<file path="src/rtl/ssf_params.svh">
// Register map, field positions and counts of the serial status flags
`ifndef SSF_PARAMS_SVH
`define SSF_PARAMS_SVH

// Byte offsets
`define SSF_OFF_CTRL1   5'h00
`define SSF_OFF_CTRL2   5'h04
`define SSF_OFF_STATUS  5'h08
`define SSF_OFF_CTRL3   5'h0c
`define SSF_OFF_DATA    5'h10

// Status bit positions
`define SSF_S_TX_BUFFER_EMPTY_FLAG      7
`define SSF_S_TC        6
`define SSF_S_RX_BUFFER_FULL_FLAG      5
`define SSF_S_IDLE      4
`define SSF_S_OR        3
`define SSF_S_NF        2
`define SSF_S_FE        1
`define SSF_S_PF        0

// Control one fields
`define SSF_C1_M        4
`define SSF_C1_ILT      2
`define SSF_C1_PE       1

// Control two fields
`define SSF_C2_TX_DONE_IRQ_EN     6
`define SSF_C2_RIE      5
`define SSF_C2_TE       3
`define SSF_C2_SBK      0

// Control three fields
`define SSF_C3_R8       7
`define SSF_C3_T8       6

// Reset values, idle character lengths and the noise/parity bits armed on every status read
`define SSF_STATUS_RST  8'hc0
`define SSF_IDLE_BITS8  4'ha
`define SSF_IDLE_BITS9  4'hb
`define SSF_NOISE_PF    8'h05

`endif

</file>
<file path="src/rtl/ssf_pkg.sv">
// Types shared by the serial status flag logic
package ssf_pkg;

    // One received character from the receive shifter
    typedef struct packed {
        logic       done;
        logic       noise;
        logic       frameErr;
        logic       parityBad;
        logic [8:0] data;
    } ssf_rx_t;

endpackage

</file>
<file path="src/rtl/ssf_status_flags.sv">
// Status flags, clearing sequences and register bank of a serial port
//
// What this block does
// [RULE1] Buffer-empty set at reset and shifter load
// [RULE2] Buffer-empty cleared by status read, data write
// [RULE3] Complete set when buffer empty, nothing sending
// [RULE4] Complete cleared by read then write/preamble/break
// [RULE5] Receive-full set on character transfer
// [RULE6] Eight-bit: status read then data read clears
// [RULE7] Nine-bit: needs data and control three reads
// [RULE8] Idle set after full character of high
// [RULE9] Select zero: idle count starts after start
// [RULE10] Select one: idle count starts after stop
// [RULE11] Idle cleared by status then data read
// [RULE12] Idle rearmed only by a new character
// [RULE13] Overrun set, new character and errors dropped
// [RULE14] Overrun cleared by status then data read
// [RULE15] Noise flag set together with receive-full
// [RULE16] Noise cleared by status then data read
// [RULE17] Framing error set with receive-full
// [RULE18] Framing error cleared by status, data read
// [RULE19] Parity error only when parity enabled
// [RULE20] Parity error cleared by status, data read
// [RULE21] Status is read-only, writes ignored
// [RULE22] Receive interrupt while full and enabled
// [RULE23] Complete interrupt while set and enabled
`include "ssf_params.svh"
`timescale 1ns/1ps
`default_nettype none

module ssf_status_flags (
    // Clock and reset
    input  wire logic             sys_clk,
    input  wire logic             rst_n,
    // Avalon-MM slave
    input  wire logic [4:0]       avs_address,
    input  wire logic             avs_read,
    input  wire logic             avs_write,
    input  wire logic [31:0]      avs_writedata,
    input  wire logic [3:0]       avs_byteenable,
    output logic      [31:0]      avs_readdata,
    output logic                  avs_waitrequest,
    // Transmitter
    input  wire logic             txTake,
    input  wire logic             txActive,
    output logic      [8:0]       txData,
    output logic                  txBufEmpty,
    output logic                  txEnable,
    output logic                  breakReq,
    output logic                  preambleReq,
    // Receiver
    input  wire ssf_pkg::ssf_rx_t rxEvt,
    input  wire logic             rxStartBit,
    input  wire logic             rxStopBit,
    input  wire logic             bitTick,
    input  wire logic             rxPin,
    output logic                  nineBitMode,
    output logic                  parityEnable,
    // Interrupt requests
    output logic                  rxFullIrq,
    output logic                  txDoneIrq
);

    //--------------------------------------------------------------
    // Decode helpers
    //--------------------------------------------------------------
    function automatic logic isReg(input logic [4:0] a, input logic [4:0] off);
        isReg = (a[4:2] == off[4:2]);
    endfunction

    logic       waitReq_r;
    logic [31:0] readData_r;
    logic       tx_buffer_empty_flag_r, tc_r, rx_buffer_full_flag_r, idle_r, or_r, nf_r, fe_r, pf_r;
    logic [7:0] arm_r;
    logic       gotData_r, gotC3_r;
    logic       mode9_r, ilt_r, pe_r, tx_done_irq_en_r, rie_r, te_r, sbk_r;
    logic       t8_r, preamble_r;
    logic [8:0] txData_r, rxData_r;
    logic       pinMeta_r, pinSync_r;
    logic       countOn_r, idleArm_r;
    logic [3:0] idleCnt_r;
    logic       rxIrq_r, tcIrq_r;

    logic [7:0] statusVal;
    logic       acc, rdAcc, wrAcc;
    logic       dataWr, dataRd, c3Rd, statRd, teRise, sbkSet;
    logic       clrTdre, clrTc, clrRdrf, clrRx;
    logic       rdrfSet, tcSet, idleHit;
    logic [3:0] idleLen;

    assign statusVal = {tx_buffer_empty_flag_r, tc_r, rx_buffer_full_flag_r, idle_r, or_r, nf_r, fe_r, pf_r};

    //--------------------------------------------------------------
    // Bus slave: one wait cycle, then the answer
    //--------------------------------------------------------------
    assign acc    = (avs_read | avs_write) & ~waitReq_r;
    assign rdAcc  = acc & avs_read;
    assign wrAcc  = acc & avs_write & avs_byteenable[0];
    assign dataWr = wrAcc & isReg(avs_address, `SSF_OFF_DATA);
    assign dataRd = rdAcc & isReg(avs_address, `SSF_OFF_DATA);
    assign c3Rd   = rdAcc & isReg(avs_address, `SSF_OFF_CTRL3);
    assign statRd = rdAcc & isReg(avs_address, `SSF_OFF_STATUS);
    assign teRise = wrAcc & isReg(avs_address, `SSF_OFF_CTRL2)
                    & avs_writedata[`SSF_C2_TE] & ~te_r;
    assign sbkSet = wrAcc & isReg(avs_address, `SSF_OFF_CTRL2)
                    & avs_writedata[`SSF_C2_SBK];

    always_ff @(posedge sys_clk or negedge rst_n) begin
        if (!rst_n) begin
            waitReq_r <= 1'b1;
        end else begin
            waitReq_r <= ~((avs_read | avs_write) & waitReq_r);
        end
    end

    always_ff @(posedge sys_clk or negedge rst_n) begin
        if (!rst_n) begin
            readData_r <= 32'h0;
        end else if (avs_read && waitReq_r) begin
            readData_r <= 32'h0;
            if (isReg(avs_address, `SSF_OFF_CTRL1)) begin
                readData_r[`SSF_C1_M]   <= mode9_r;
                readData_r[`SSF_C1_ILT] <= ilt_r;
                readData_r[`SSF_C1_PE]  <= pe_r;
            end else if (isReg(avs_address, `SSF_OFF_CTRL2)) begin
                readData_r[`SSF_C2_TX_DONE_IRQ_EN] <= tx_done_irq_en_r;
                readData_r[`SSF_C2_RIE]  <= rie_r;
                readData_r[`SSF_C2_TE]   <= te_r;
                readData_r[`SSF_C2_SBK]  <= sbk_r;
            end else if (isReg(avs_address, `SSF_OFF_STATUS)) begin
                readData_r[7:0] <= statusVal;
            end else if (isReg(avs_address, `SSF_OFF_CTRL3)) begin
                readData_r[`SSF_C3_R8] <= rxData_r[8];
                readData_r[`SSF_C3_T8] <= t8_r;
            end else if (isReg(avs_address, `SSF_OFF_DATA)) begin
                readData_r[7:0] <= rxData_r[7:0];
            end
        end
    end

    //--------------------------------------------------------------
    // Control registers (status offset takes no write)
    //--------------------------------------------------------------
    always_ff @(posedge sys_clk or negedge rst_n) begin
        if (!rst_n) begin
            mode9_r <= 1'b0;
            ilt_r   <= 1'b0;
            pe_r    <= 1'b0;
            tx_done_irq_en_r  <= 1'b0;
            rie_r   <= 1'b0;
            te_r    <= 1'b0;
            sbk_r   <= 1'b0;
            t8_r    <= 1'b0;
        end else if (wrAcc) begin // [RULE21]
            if (isReg(avs_address, `SSF_OFF_CTRL1)) begin
                mode9_r <= avs_writedata[`SSF_C1_M];
                ilt_r   <= avs_writedata[`SSF_C1_ILT];
                pe_r    <= avs_writedata[`SSF_C1_PE];
            end
            if (isReg(avs_address, `SSF_OFF_CTRL2)) begin
                tx_done_irq_en_r <= avs_writedata[`SSF_C2_TX_DONE_IRQ_EN];
                rie_r  <= avs_writedata[`SSF_C2_RIE];
                te_r   <= avs_writedata[`SSF_C2_TE];
                sbk_r  <= avs_writedata[`SSF_C2_SBK];
            end
            if (isReg(avs_address, `SSF_OFF_CTRL3)) begin
                t8_r <= avs_writedata[`SSF_C3_T8];
            end
        end
    end

    //--------------------------------------------------------------
    // Clearing sequences: status read arms, later access clears
    //--------------------------------------------------------------
    assign clrTdre = arm_r[`SSF_S_TX_BUFFER_EMPTY_FLAG] & dataWr; // [RULE2]
    assign clrTc   = arm_r[`SSF_S_TC] & (dataWr | teRise | sbkSet); // [RULE4]
    assign clrRx   = dataRd;
    assign clrRdrf = arm_r[`SSF_S_RX_BUFFER_FULL_FLAG] & (mode9_r
                     ? ((dataRd | gotData_r) & (c3Rd | gotC3_r)) // [RULE7]
                     : dataRd); // [RULE6]

    always_ff @(posedge sys_clk or negedge rst_n) begin
        if (!rst_n) begin
            arm_r     <= 8'h0;
            gotData_r <= 1'b0;
            gotC3_r   <= 1'b0;
        end else if (statRd) begin
            arm_r     <= readData_r[7:0] | `SSF_NOISE_PF;
            gotData_r <= 1'b0;
            gotC3_r   <= 1'b0;
        end else begin
            if (clrTdre) arm_r[`SSF_S_TX_BUFFER_EMPTY_FLAG] <= 1'b0;
            if (clrTc)   arm_r[`SSF_S_TC]   <= 1'b0;
            if (clrRdrf) arm_r[`SSF_S_RX_BUFFER_FULL_FLAG] <= 1'b0;
            if (clrRx) begin
                arm_r[4:0] <= 5'h0;
            end
            gotData_r <= ~clrRdrf & (gotData_r | dataRd);
            gotC3_r   <= ~clrRdrf & (gotC3_r | c3Rd);
        end
    end

    //--------------------------------------------------------------
    // Transmit side flags
    //--------------------------------------------------------------
    assign tcSet = tx_buffer_empty_flag_r & ~clrTdre & ~txActive & ~preamble_r & ~sbk_r
                   & ~teRise & ~sbkSet & ~dataWr;

    always_ff @(posedge sys_clk or negedge rst_n) begin
        if (!rst_n) begin
            tx_buffer_empty_flag_r <= 1'(`SSF_STATUS_RST >> `SSF_S_TX_BUFFER_EMPTY_FLAG);
        end else if (txTake) begin
            tx_buffer_empty_flag_r <= 1'b1; // [RULE1]
        end else if (clrTdre) begin
            tx_buffer_empty_flag_r <= 1'b0; // [RULE2]
        end
    end

    always_ff @(posedge sys_clk or negedge rst_n) begin
        if (!rst_n) begin
            tc_r <= 1'(`SSF_STATUS_RST >> `SSF_S_TC);
        end else if (tcSet) begin
            tc_r <= 1'b1; // [RULE3]
        end else if (clrTc) begin
            tc_r <= 1'b0; // [RULE4]
        end
    end

    always_ff @(posedge sys_clk or negedge rst_n) begin
        if (!rst_n) begin
            txData_r   <= 9'h0;
            preamble_r <= 1'b0;
        end else begin
            if (dataWr) begin
                txData_r <= {t8_r, avs_writedata[7:0]};
            end
            if (teRise) begin
                preamble_r <= 1'b1;
            end else if (txActive) begin
                preamble_r <= 1'b0;
            end
        end
    end

    //--------------------------------------------------------------
    // Receive side flags
    //--------------------------------------------------------------
    assign rdrfSet = rxEvt.done & ~rx_buffer_full_flag_r;

    always_ff @(posedge sys_clk or negedge rst_n) begin
        if (!rst_n) begin
            rx_buffer_full_flag_r   <= 1'b0;
            nf_r     <= 1'b0;
            fe_r     <= 1'b0;
            pf_r     <= 1'b0;
            rxData_r <= 9'h0;
        end else if (rdrfSet) begin
            rx_buffer_full_flag_r   <= 1'b1; // [RULE5]
            nf_r     <= rxEvt.noise; // [RULE15]
            fe_r     <= rxEvt.frameErr; // [RULE17]
            pf_r     <= rxEvt.parityBad & pe_r; // [RULE19]
            rxData_r <= rxEvt.data;
        end else begin
            if (clrRdrf) rx_buffer_full_flag_r <= 1'b0;
            if (clrRx && arm_r[`SSF_S_NF]) nf_r <= 1'b0; // [RULE16]
            if (clrRx && arm_r[`SSF_S_FE]) fe_r <= 1'b0; // [RULE18]
            if (clrRx && arm_r[`SSF_S_PF]) pf_r <= 1'b0; // [RULE20]
        end
    end

    always_ff @(posedge sys_clk or negedge rst_n) begin
        if (!rst_n) begin
            or_r <= 1'b0;
        end else if (rxEvt.done && rx_buffer_full_flag_r) begin
            or_r <= 1'b1; // [RULE13]
        end else if (clrRx && arm_r[`SSF_S_OR]) begin
            or_r <= 1'b0; // [RULE14]
        end
    end

    //--------------------------------------------------------------
    // Idle line detection
    //--------------------------------------------------------------
    assign idleLen = mode9_r ? `SSF_IDLE_BITS9 : `SSF_IDLE_BITS8; // [RULE8]
    assign idleHit = countOn_r & bitTick & pinSync_r & (idleCnt_r + 4'h1 == idleLen);

    always_ff @(posedge sys_clk or negedge rst_n) begin
        if (!rst_n) begin
            pinMeta_r <= 1'b1;
            pinSync_r <= 1'b1;
        end else begin
            pinMeta_r <= rxPin;
            pinSync_r <= pinMeta_r;
        end
    end

    always_ff @(posedge sys_clk or negedge rst_n) begin
        if (!rst_n) begin
            countOn_r <= 1'b0;
            idleCnt_r <= 4'h0;
        end else if ((rxStartBit && !ilt_r) || (rxStopBit && ilt_r)) begin
            countOn_r <= 1'b1; // [RULE9] [RULE10]
            idleCnt_r <= 4'h0;
        end else if (idleHit) begin
            countOn_r <= 1'b0;
            idleCnt_r <= 4'h0;
        end else if (countOn_r && bitTick) begin
            idleCnt_r <= pinSync_r ? idleCnt_r + 4'h1 : 4'h0;
        end
    end

    always_ff @(posedge sys_clk or negedge rst_n) begin
        if (!rst_n) begin
            idleArm_r <= 1'b0;
            idle_r    <= 1'b0;
        end else begin
            if (rdrfSet) begin
                idleArm_r <= 1'b1; // [RULE12]
            end else if (idleHit) begin
                idleArm_r <= 1'b0;
            end
            if (idleHit && idleArm_r) begin
                idle_r <= 1'b1; // [RULE8]
            end else if (clrRx && arm_r[`SSF_S_IDLE]) begin
                idle_r <= 1'b0; // [RULE11]
            end
        end
    end

    //--------------------------------------------------------------
    // Interrupt requests
    //--------------------------------------------------------------
    always_ff @(posedge sys_clk or negedge rst_n) begin
        if (!rst_n) begin
            rxIrq_r <= 1'b0;
            tcIrq_r <= 1'b0;
        end else begin
            rxIrq_r <= rx_buffer_full_flag_r & rie_r; // [RULE22]
            tcIrq_r <= tc_r & tx_done_irq_en_r; // [RULE23]
        end
    end

    assign avs_readdata    = readData_r;
    assign avs_waitrequest = waitReq_r;
    assign txData          = txData_r;
    assign txBufEmpty      = tx_buffer_empty_flag_r;
    assign txEnable        = te_r;
    assign breakReq        = sbk_r;
    assign preambleReq     = preamble_r;
    assign nineBitMode     = mode9_r;
    assign parityEnable    = pe_r;
    assign rxFullIrq       = rxIrq_r;
    assign txDoneIrq       = tcIrq_r;
endmodule

`default_nettype wire

</file>
<file path="config.mk">
export PLATFORM = sky130hd
export DESIGN_NAME = ssf_status_flags
export DESIGN_NICKNAME = d
export VERILOG_FILES = /design/src/rtl/ssf_pkg.sv /design/src/rtl/ssf_status_flags.sv
export VERILOG_INCLUDE_DIRS = /design/src /design/src/rtl
export SDC_FILE = /design/constraint.sdc
export NUM_CORES = 1
export LEC_CHECK = 0
export ABC_AREA = 0
export BUFFER_PORTS_ARGS = -buffer_cell sky130_fd_sc_hd__buf_2
export CELL_PAD_IN_SITES_DETAIL_PLACEMENT = 0
export CELL_PAD_IN_SITES_GLOBAL_PLACEMENT = 1
export CORE_UTILIZATION = 40
export DETAILED_ROUTE_END_ITERATION = 10
export PLACE_DENSITY_LB_ADDON = 0.1
export SETUP_SLACK_MARGIN = 0.15
export SLEW_MARGIN = 20
export SYNTH_ARGS = -nofsm -noshare
export SYNTH_HDL_FRONTEND = slang
export SYNTH_SLANG_ARGS = --single-unit
</file>
<file path="constraint.sdc">
create_clock -name sys_clk -period 3.3 [get_ports sys_clk]
set_clock_uncertainty 0.2 [all_clocks]
set_input_delay 0.495 -clock sys_clk [delete_from_list [all_inputs] [get_ports sys_clk]]
set_output_delay 0.495 -clock sys_clk [all_outputs]
set_load 0.03 [all_outputs]
</file>
==> results_dict.tcl, run 1 <==
set metrics [dict create \
    outcome "complete, no violations" \
    numCtsBuffers 9 \
    worst_pin_slew_ns 0.830 \
    reg2regPathDepth 5 \
    ys.warnings.count 0 \
    drive_gt1_share_pct 30.3 \
    drt_iter0_markers 74 \
    path_delay_family "simple AND/OR/NAND/NOR gates" \
    ir_drop_v 0.000239 \
    root_buffer "clkbuf_8" \
    reg2reg_to "arm_r[3]" \
    drt_first_pass_iters 4 \
    grt_pass1_vias 2128 \
    path_buf_inv 1 \
    whs_path_depth 1 \
    htreeDepth 3 \
    core_sq_mm 0.00725 \
    endpoint_kind "register" \
    finalHoldViolations 0 \
    io_pins 114 \
    fin_tns_setup_ns 0 \
    place_area_sq_mm 0.00332 \
    via_per_inst 4.90 \
    async_flop_share_pct 100 \
    vias 2201 \
    drv_slew 0 \
    cp_cell_sequence "nor2b_1 > nor3b_2 > buf_4 > nor2_1 > a22o_1" \
    post_cts_buffers 0 \
    layout_min_cycle_time_ns 1.86 \
    hold_path_class "primary input to register" \
    io_buffers 60 \
    yosysTopAreaCell "dfrtp_1" \
    cap_violations 0 \
    die-area_sq_mm 0.00787 \
    cts_resized 0 \
    antenna_found_initial 0 \
    r2r-start "avs_waitrequest" \
    clockBufferDepth 2 \
    ys.flop_type "dfrtp_1" \
    fin_crit_sh_pct 56.2 \
    track_usage_pct 18.6 \
    ctsHoldBuffers 1 \
    start_util_pct 41.5 \
    yosysSeqAreaShare_pct 52.6 \
    grt_max_degree 30 \
    wl_mm 6.49 \
    routedWlPerCell_um 14.4 \
    cts_sinks 63 \
    antennaDiodeCount 0 \
    syn_to_final_growth_pct 16.7 \
    tritoncts "yes" \
    clk_latency_ns 0.34 \
    synth_seq_cells 63 \
    drcViolationCount 0 \
    synth_top_area_share_pct 48.3 \
    slowest_delay_ns 0.38 \
    totalPowerFinal_mw 2.02 \
    final_nets 411 \
    rows 31 \
    rsz0062_at_grt "no" \
    nFillCells 714 \
    p_per_area_mw_per_mm2 574 \
    path_max_fanout 9 \
    p_leak_nw 1.76 \
    gp_congestion 0.825 \
    syn_area_sq_mm 0.00301 \
    setup_viol 0 \
    die_h_um 88.7 \
    ys_top_cells_by_area "dfrtp_1 48%, mux2_2 7.5%, nand2_1 6.2%, buf_4 6.0%, dfstp_2 4.4%" \
    cp.required_ns 3.32 \
    critical_path_arrival_ns 1.88 \
    synth_edf_count 0 \
    syn_area_per_cell_sq_um 10.7 \
    ant_nets 0 \
    place_hpwl_mm 4.73 \
    crit_path_start_kind "register" \
    ys_types 47 \
    grt_pass1_wl_mm 10.7 \
    clk_pin_slew_ns 0.06 \
    max-slew-margin-rel_pct 44.6 \
    hold_end "pinMeta_r" \
    chipWidth_um 88.7 \
    critPathKind "register to register" \
    max_freq_mhz 539 \
    crit_slowest_cell "dfstp_2" \
    r2r_slack_ns 1.44 \
    syn_inst 280 \
    overflow 0 \
    min_from "rxPin" \
    stdcell_area_sq_mm 0.00351 \
]
## layout make-up
type | count | area [sq um] | area share, %
multi-input cells | 204 | 1270 | 36.3
clock buffers | 14 | 153 | 4.35
repair buffers | 64 | 333 | 9.48
inverters | 4 | 15.0 | 0.428
flip-flops and latches | 63 | 1580 | 45.1
clock inverters | 1 | 30.0 | 0.855
well taps | 99 | 124 | 3.53
## worst reg2reg max path, cell delays in order, from the launching register on
cell and delay, ns:
dfstp_2 0.38, nor2b_1 0.35, nor3b_2 0.34, buf_4 0.21, nor2_1 0.08, a22o_1 0.18
## cell usage after synthesis, types with 2 or more instances
cell type  count
a21oi_1        4
a22o_1         9
dfstp_2        5
nand4_1        2
dfrtp_1       58
clkbuf_1       3
buf_2          3
inv_1          4
a31oi_1        3
a22oi_1        6
mux2_2        20
a211oi_1       2
nor2b_1        7
nand3b_1       2
buf_4         24
and3b_1        3
nor2_1         8
mux2i_1        5
nand3_1       10
and2_1         4
o21ai_0       17
a21o_1         2
nand2_1       50
and2b_1        2
a2bb2oi_1      4
nand2b_1       2
## layout by cell type, fill, tap and decap left out, drive strengths merged, types with 2 or more instances in the layout
| cell type | count |
|---|---|
| nor2b | 7 |
| and2 | 5 |
| dfstp | 5 |
| inv | 4 |
| nand3b | 2 |
| mux2i | 5 |
| a22o | 9 |
| nand3 | 10 |
| o21ai | 18 |
| a21o | 2 |
| nor2 | 8 |
| conb | 24 |
| dfrtp | 58 |
| a31oi | 3 |
| buf | 63 |
| a211oi | 2 |
| a2bb2oi | 4 |
| nor3b | 3 |
| nand4 | 2 |
| and3b | 3 |
| nand2b | 2 |
| mux2 | 21 |
| a22oi | 6 |
| and2b | 2 |
| a21boi | 2 |
| clkbuf | 14 |
| nand2 | 51 |
| a21oi | 4 |
## cells by family (layout without fill, tap and decap cells)
kind of cell / Yosys count / after routing / share of synthesized area (%)
AOI/OAI and AO/OA: 53 / 53 / 12.1
xor gates and xnor gates: 1 / 1 / 0.291
adders and majority gates: 1 / 1 / 0.416
buffers and inverters: 36 / 83 / 7.90
DFF: 63 / 63 / 52.6
muxes: 26 / 26 / 9.65
other: 1 / 24 / 0.125
and+or+nand+nor: 99 / 99 / 16.9
## per-stage QoR
step	std cells	setup slack (ns)	hold WS [ns]	util, %
after floorplan	303	1.48	-0.000591	-
after global placement	433	1.10	0.146	45.7
after detailed placement	433	1.11	0.147	45.7
after CTS	449	1.43	0.0383	48.4
after global routing	449	1.25	0.0338	48.4
final	449	1.44	0.0560	48.4
## routing by layer
| metal | vias to the layer above | track usage, % | wire length, um |
|---|---|---|---|
| met1 | 1057 | 25.3 | 3010 |
| met4 | 0 | 5.72 | 71 |
| li1 | 1068 | - | - |
| met3 | 8 | 5.32 | 414 |
| met2 | 68 | 28.7 | 2990 |
| met5 | - | 0 | 0 |
## flip-flops by register name, summed over array words and instances (netlist names), 4 cells and up
signal        count
arm_r             7
avs_readdata      8
idleCnt_r         4
rxData_r          9
txData            9
## power by group
group | total, mW | switching [mW] | internal [mW]
clock | 0.636 | 0.269 | 0.367
sequential | 0.964 | 0.0815 | 0.882
combinational | 0.417 | 0.266 | 0.151
## worst max-delay path by stage
stage                     depth (start not counted)       startpoint                    end  slack [ns]
after detailed placement                          5   avs_address[4]  rx_buffer_full_flag_r        1.11
after floorplan                                   5   avs_address[3]                   fe_r        1.48
after global routing                              5   avs_address[4]  rx_buffer_full_flag_r        1.25
after global placement                            5   avs_address[4]  rx_buffer_full_flag_r        1.10
final                                             5  avs_waitrequest               arm_r[3]        1.44
after CTS                                         5  avs_waitrequest               arm_r[3]        1.43
No activity file was read; power rests on OpenSTA's default activity.
==> inputs of run 2 (changes only) <==
- ABC_AREA: 0 -> 1
- CORE_UTILIZATION: 40 -> 32
- clock period: 3.3 -> 1.5 ns (I/O delays scaled with it)
==> run 2 against run 1 <==
Synthesized area down 1.4%. Highest routed layer unchanged. Total power rose to 2.8 times the previous value. Final area up 32%. Routed wire length up 23%. The run now ends with negative setup slack left. Synthesized cell count up 25%. Clock-buffer cell count down 5. Sequential cell count unchanged. Global-route usage down 0.79 points. Worst setup slack worse by 1.5 ns. Via count up 24%. Critical path depth down 3.
==> results_dict.tcl, run 2 <==
set metrics [dict create \
    routedWlPerCell_um 13.0 \
    wl_mm 7.98 \
    violations "negative setup slack" \
    final_cell_mix "73 x nand2_1, 57 x dfrtp_1, 45 x inv_1" \
    syn_to_final_growth_pct 56.5 \
    stdcell_area_sq_mm 0.00464 \
    die-area_sq_mm 0.00966 \
    ys_types 30 \
    cp.required_ns 1.07 \
    drive_gt1_share_pct 40.8 \
    hold_end "countOn_r" \
    vias 2738 \
    cts_sinks 63 \
    syn_inst 350 \
    max_freq_mhz 641 \
    whs_path_depth 4 \
    synth_edf_count 0 \
    clk_pin_slew_ns 0.07 \
    rows 34 \
    hold_path_class "primary input to register" \
    ys.warnings.count 0 \
    final_common_cell "nand2_1" \
    place_area_sq_mm 0.00360 \
    clk_latency_ns 0.34 \
    syn_area_sq_mm 0.00297 \
    ys_top_cells_by_count "95 x nand2_1, 58 x dfrtp_1, 49 x inv_1" \
    totalPowerFinal_mw 5.68 \
    die_h_um 98.3 \
    chipWidth_um 98.3 \
    path_max_fanout 3 \
    endpoint_kind "output port" \
    final_nets 565 \
    clockBufferDepth 2 \
    fin_crit_sh_pct 104 \
    ys_top_cells_by_area "dfrtp_1 49%, nand2_1 12%, inv_1 6.2%, buf_4 6.1%, o21ai_0 5.7%" \
    outcome "finished with violations" \
    io_pins 114 \
    overflow 0 \
    grt_max_degree 64 \
    crit_path_start_kind "register" \
    track_usage_pct 17.8 \
    reg2regPathDepth 7 \
    via_per_inst 4.47 \
    r2r_slack_ns -0.04 \
    io_buffers 60 \
    reg2reg_to "arm_r[6]" \
    htreeDepth 3 \
    min_from "rxStartBit" \
    grt_pass1_vias 2698 \
    ant_nets 0 \
    r2r-start "avs_waitrequest" \
    critPathKind "register to output port" \
    synth_top_area_share_pct 48.9 \
    grt_pass1_wl_mm 13.2 \
    drv_slew 0 \
    fin_ws_ns -0.0592 \
    cp-startpoint "avs_waitrequest" \
    p_leak_nw 2.38 \
    core_sq_mm 0.00885 \
    drt_first_pass_iters 6 \
    yosysTopAreaCell "dfrtp_1" \
    finalHoldViolations 0 \
    syn_area_per_cell_sq_um 8.47 \
    drcViolationCount 0 \
    async_flop_share_pct 100 \
    gp_congestion 0.774 \
    setup_viol 12 \
    layout_min_cycle_time_ns 1.56 \
    synth_seq_cells 63 \
    regArea_sq_mm 0.00158 \
    root_buffer "clkbuf_8" \
    numCtsBuffers 9 \
    antennaDiodeCount 0 \
    ys.flop_type "dfrtp_1" \
    ir_drop_v 0.000624 \
    synth_most_common_cell "nand2_1" \
    critical_path_arrival_ns 1.13 \
    yosysSeqAreaShare_pct 53.4 \
    drt_iter0_markers 92 \
    tritoncts "yes" \
    p_per_area_mw_per_mm2 1220 \
    start_util_pct 33.5 \
    nFillCells 872 \
    antenna_found_initial 0 \
    cap_violations 0 \
    place_hpwl_mm 5.36 \
    multiInputGateArea_sq_mm 0.00134 \
    rsz0062_at_grt "yes" \
]
run 2: cell count changes after synthesis, moves of 6 or more:
cell,previous run,this run
o22ai_1,0,6
a22o_1,9,0
a22oi_1,6,0
o21ai_0,17,34
inv_1,4,49
mux2_2,20,0
nand3_1,10,18
nand2_1,50,95
nor2b_1,7,0
nor2_1,8,19
run 2: worst max-delay path by stage:
stage / endpoint / slack [ns]
after floorplan: txData[0] / 0.02
after global placement: gotC3_r / -0.06
after detailed placement: pf_r / -0.09
after CTS: avs_waitrequest / -0.07
after global routing: gotData_r / -0.11
final: avs_waitrequest / -0.06
run 2: worst max-delay path: stages (launching register included):
cell and delay (ns):
dfstp_2 0.57, buf_6 0.10, buf_6 0.12
run 2: routing by layer:
metal / global-route usage, % / up-vias / wire [um]
li1: - / 1359 / -
met1: 23.1 / 1307 / 3590
met5: 0 / - / 0
met3: 3.44 / 11 / 298
met4: 6.89 / 0 / 110
met2: 29.4 / 61 / 3980
run 2: timing repair:
action                     in CTS  in global routing
gates resized for setup        72                 62
pin swaps                       9                 18
hold endpoints to repair       96                  0
cloned                          1                  0
setup buffers                  14                 10
hold buffers                   28                  0
setup endpoints to repair      52                 79
run 2: power by group:
part	leakage, nW	total, mW	internal [mW]	switching (mW)
registers	0.774	2.36	2.12	0.233
logic	1.50	1.87	0.799	1.07
clock network	0.103	1.45	0.755	0.697
total	2.38	5.68	3.68	2.00
run 2: area by class of cell:
class,count,area share (%)
clock buffers,9,2.67
clock inverters,7,1.38
inverters,52,4.48
multi-input cells,232,28.8
flip-flops and latches,63,34.1
well taps,108,2.91
repair buffers,142,25.6
run 2: through the flow:
stage	instances	setup slack [ns]	hold WS, ns	utilization, %	setup TNS [ns]
6_report	613	-0.0592	0.0164	52.4	-0.402
5_1_grt	613	-0.113	0.0241	52.4	-1.75
4_1_cts	603	-0.0659	-0.00539	49.8	-0.422
3_5_place_dp	544	-0.0852	0.0718	40.7	-0.696
3_3_place_gp	544	-0.0586	0.0726	40.7	-0.552
2_1_floorplan	373	0.0210	-0.271	-	0
run 2: cell families after synthesis:
| family | after synthesis | synth area share (%) |
|---|---|---|
| and+or+nand+nor | 144 | 20.9 |
| xor gates and xnor gates | 2 | 0.591 |
| DFF | 63 | 53.4 |
| AOI/OAI and AO/OA | 60 | 11.3 |
| buffers and inverters | 79 | 13.3 |
| other | 1 | 0.126 |
| adders and majority gates | 1 | 0.422 |
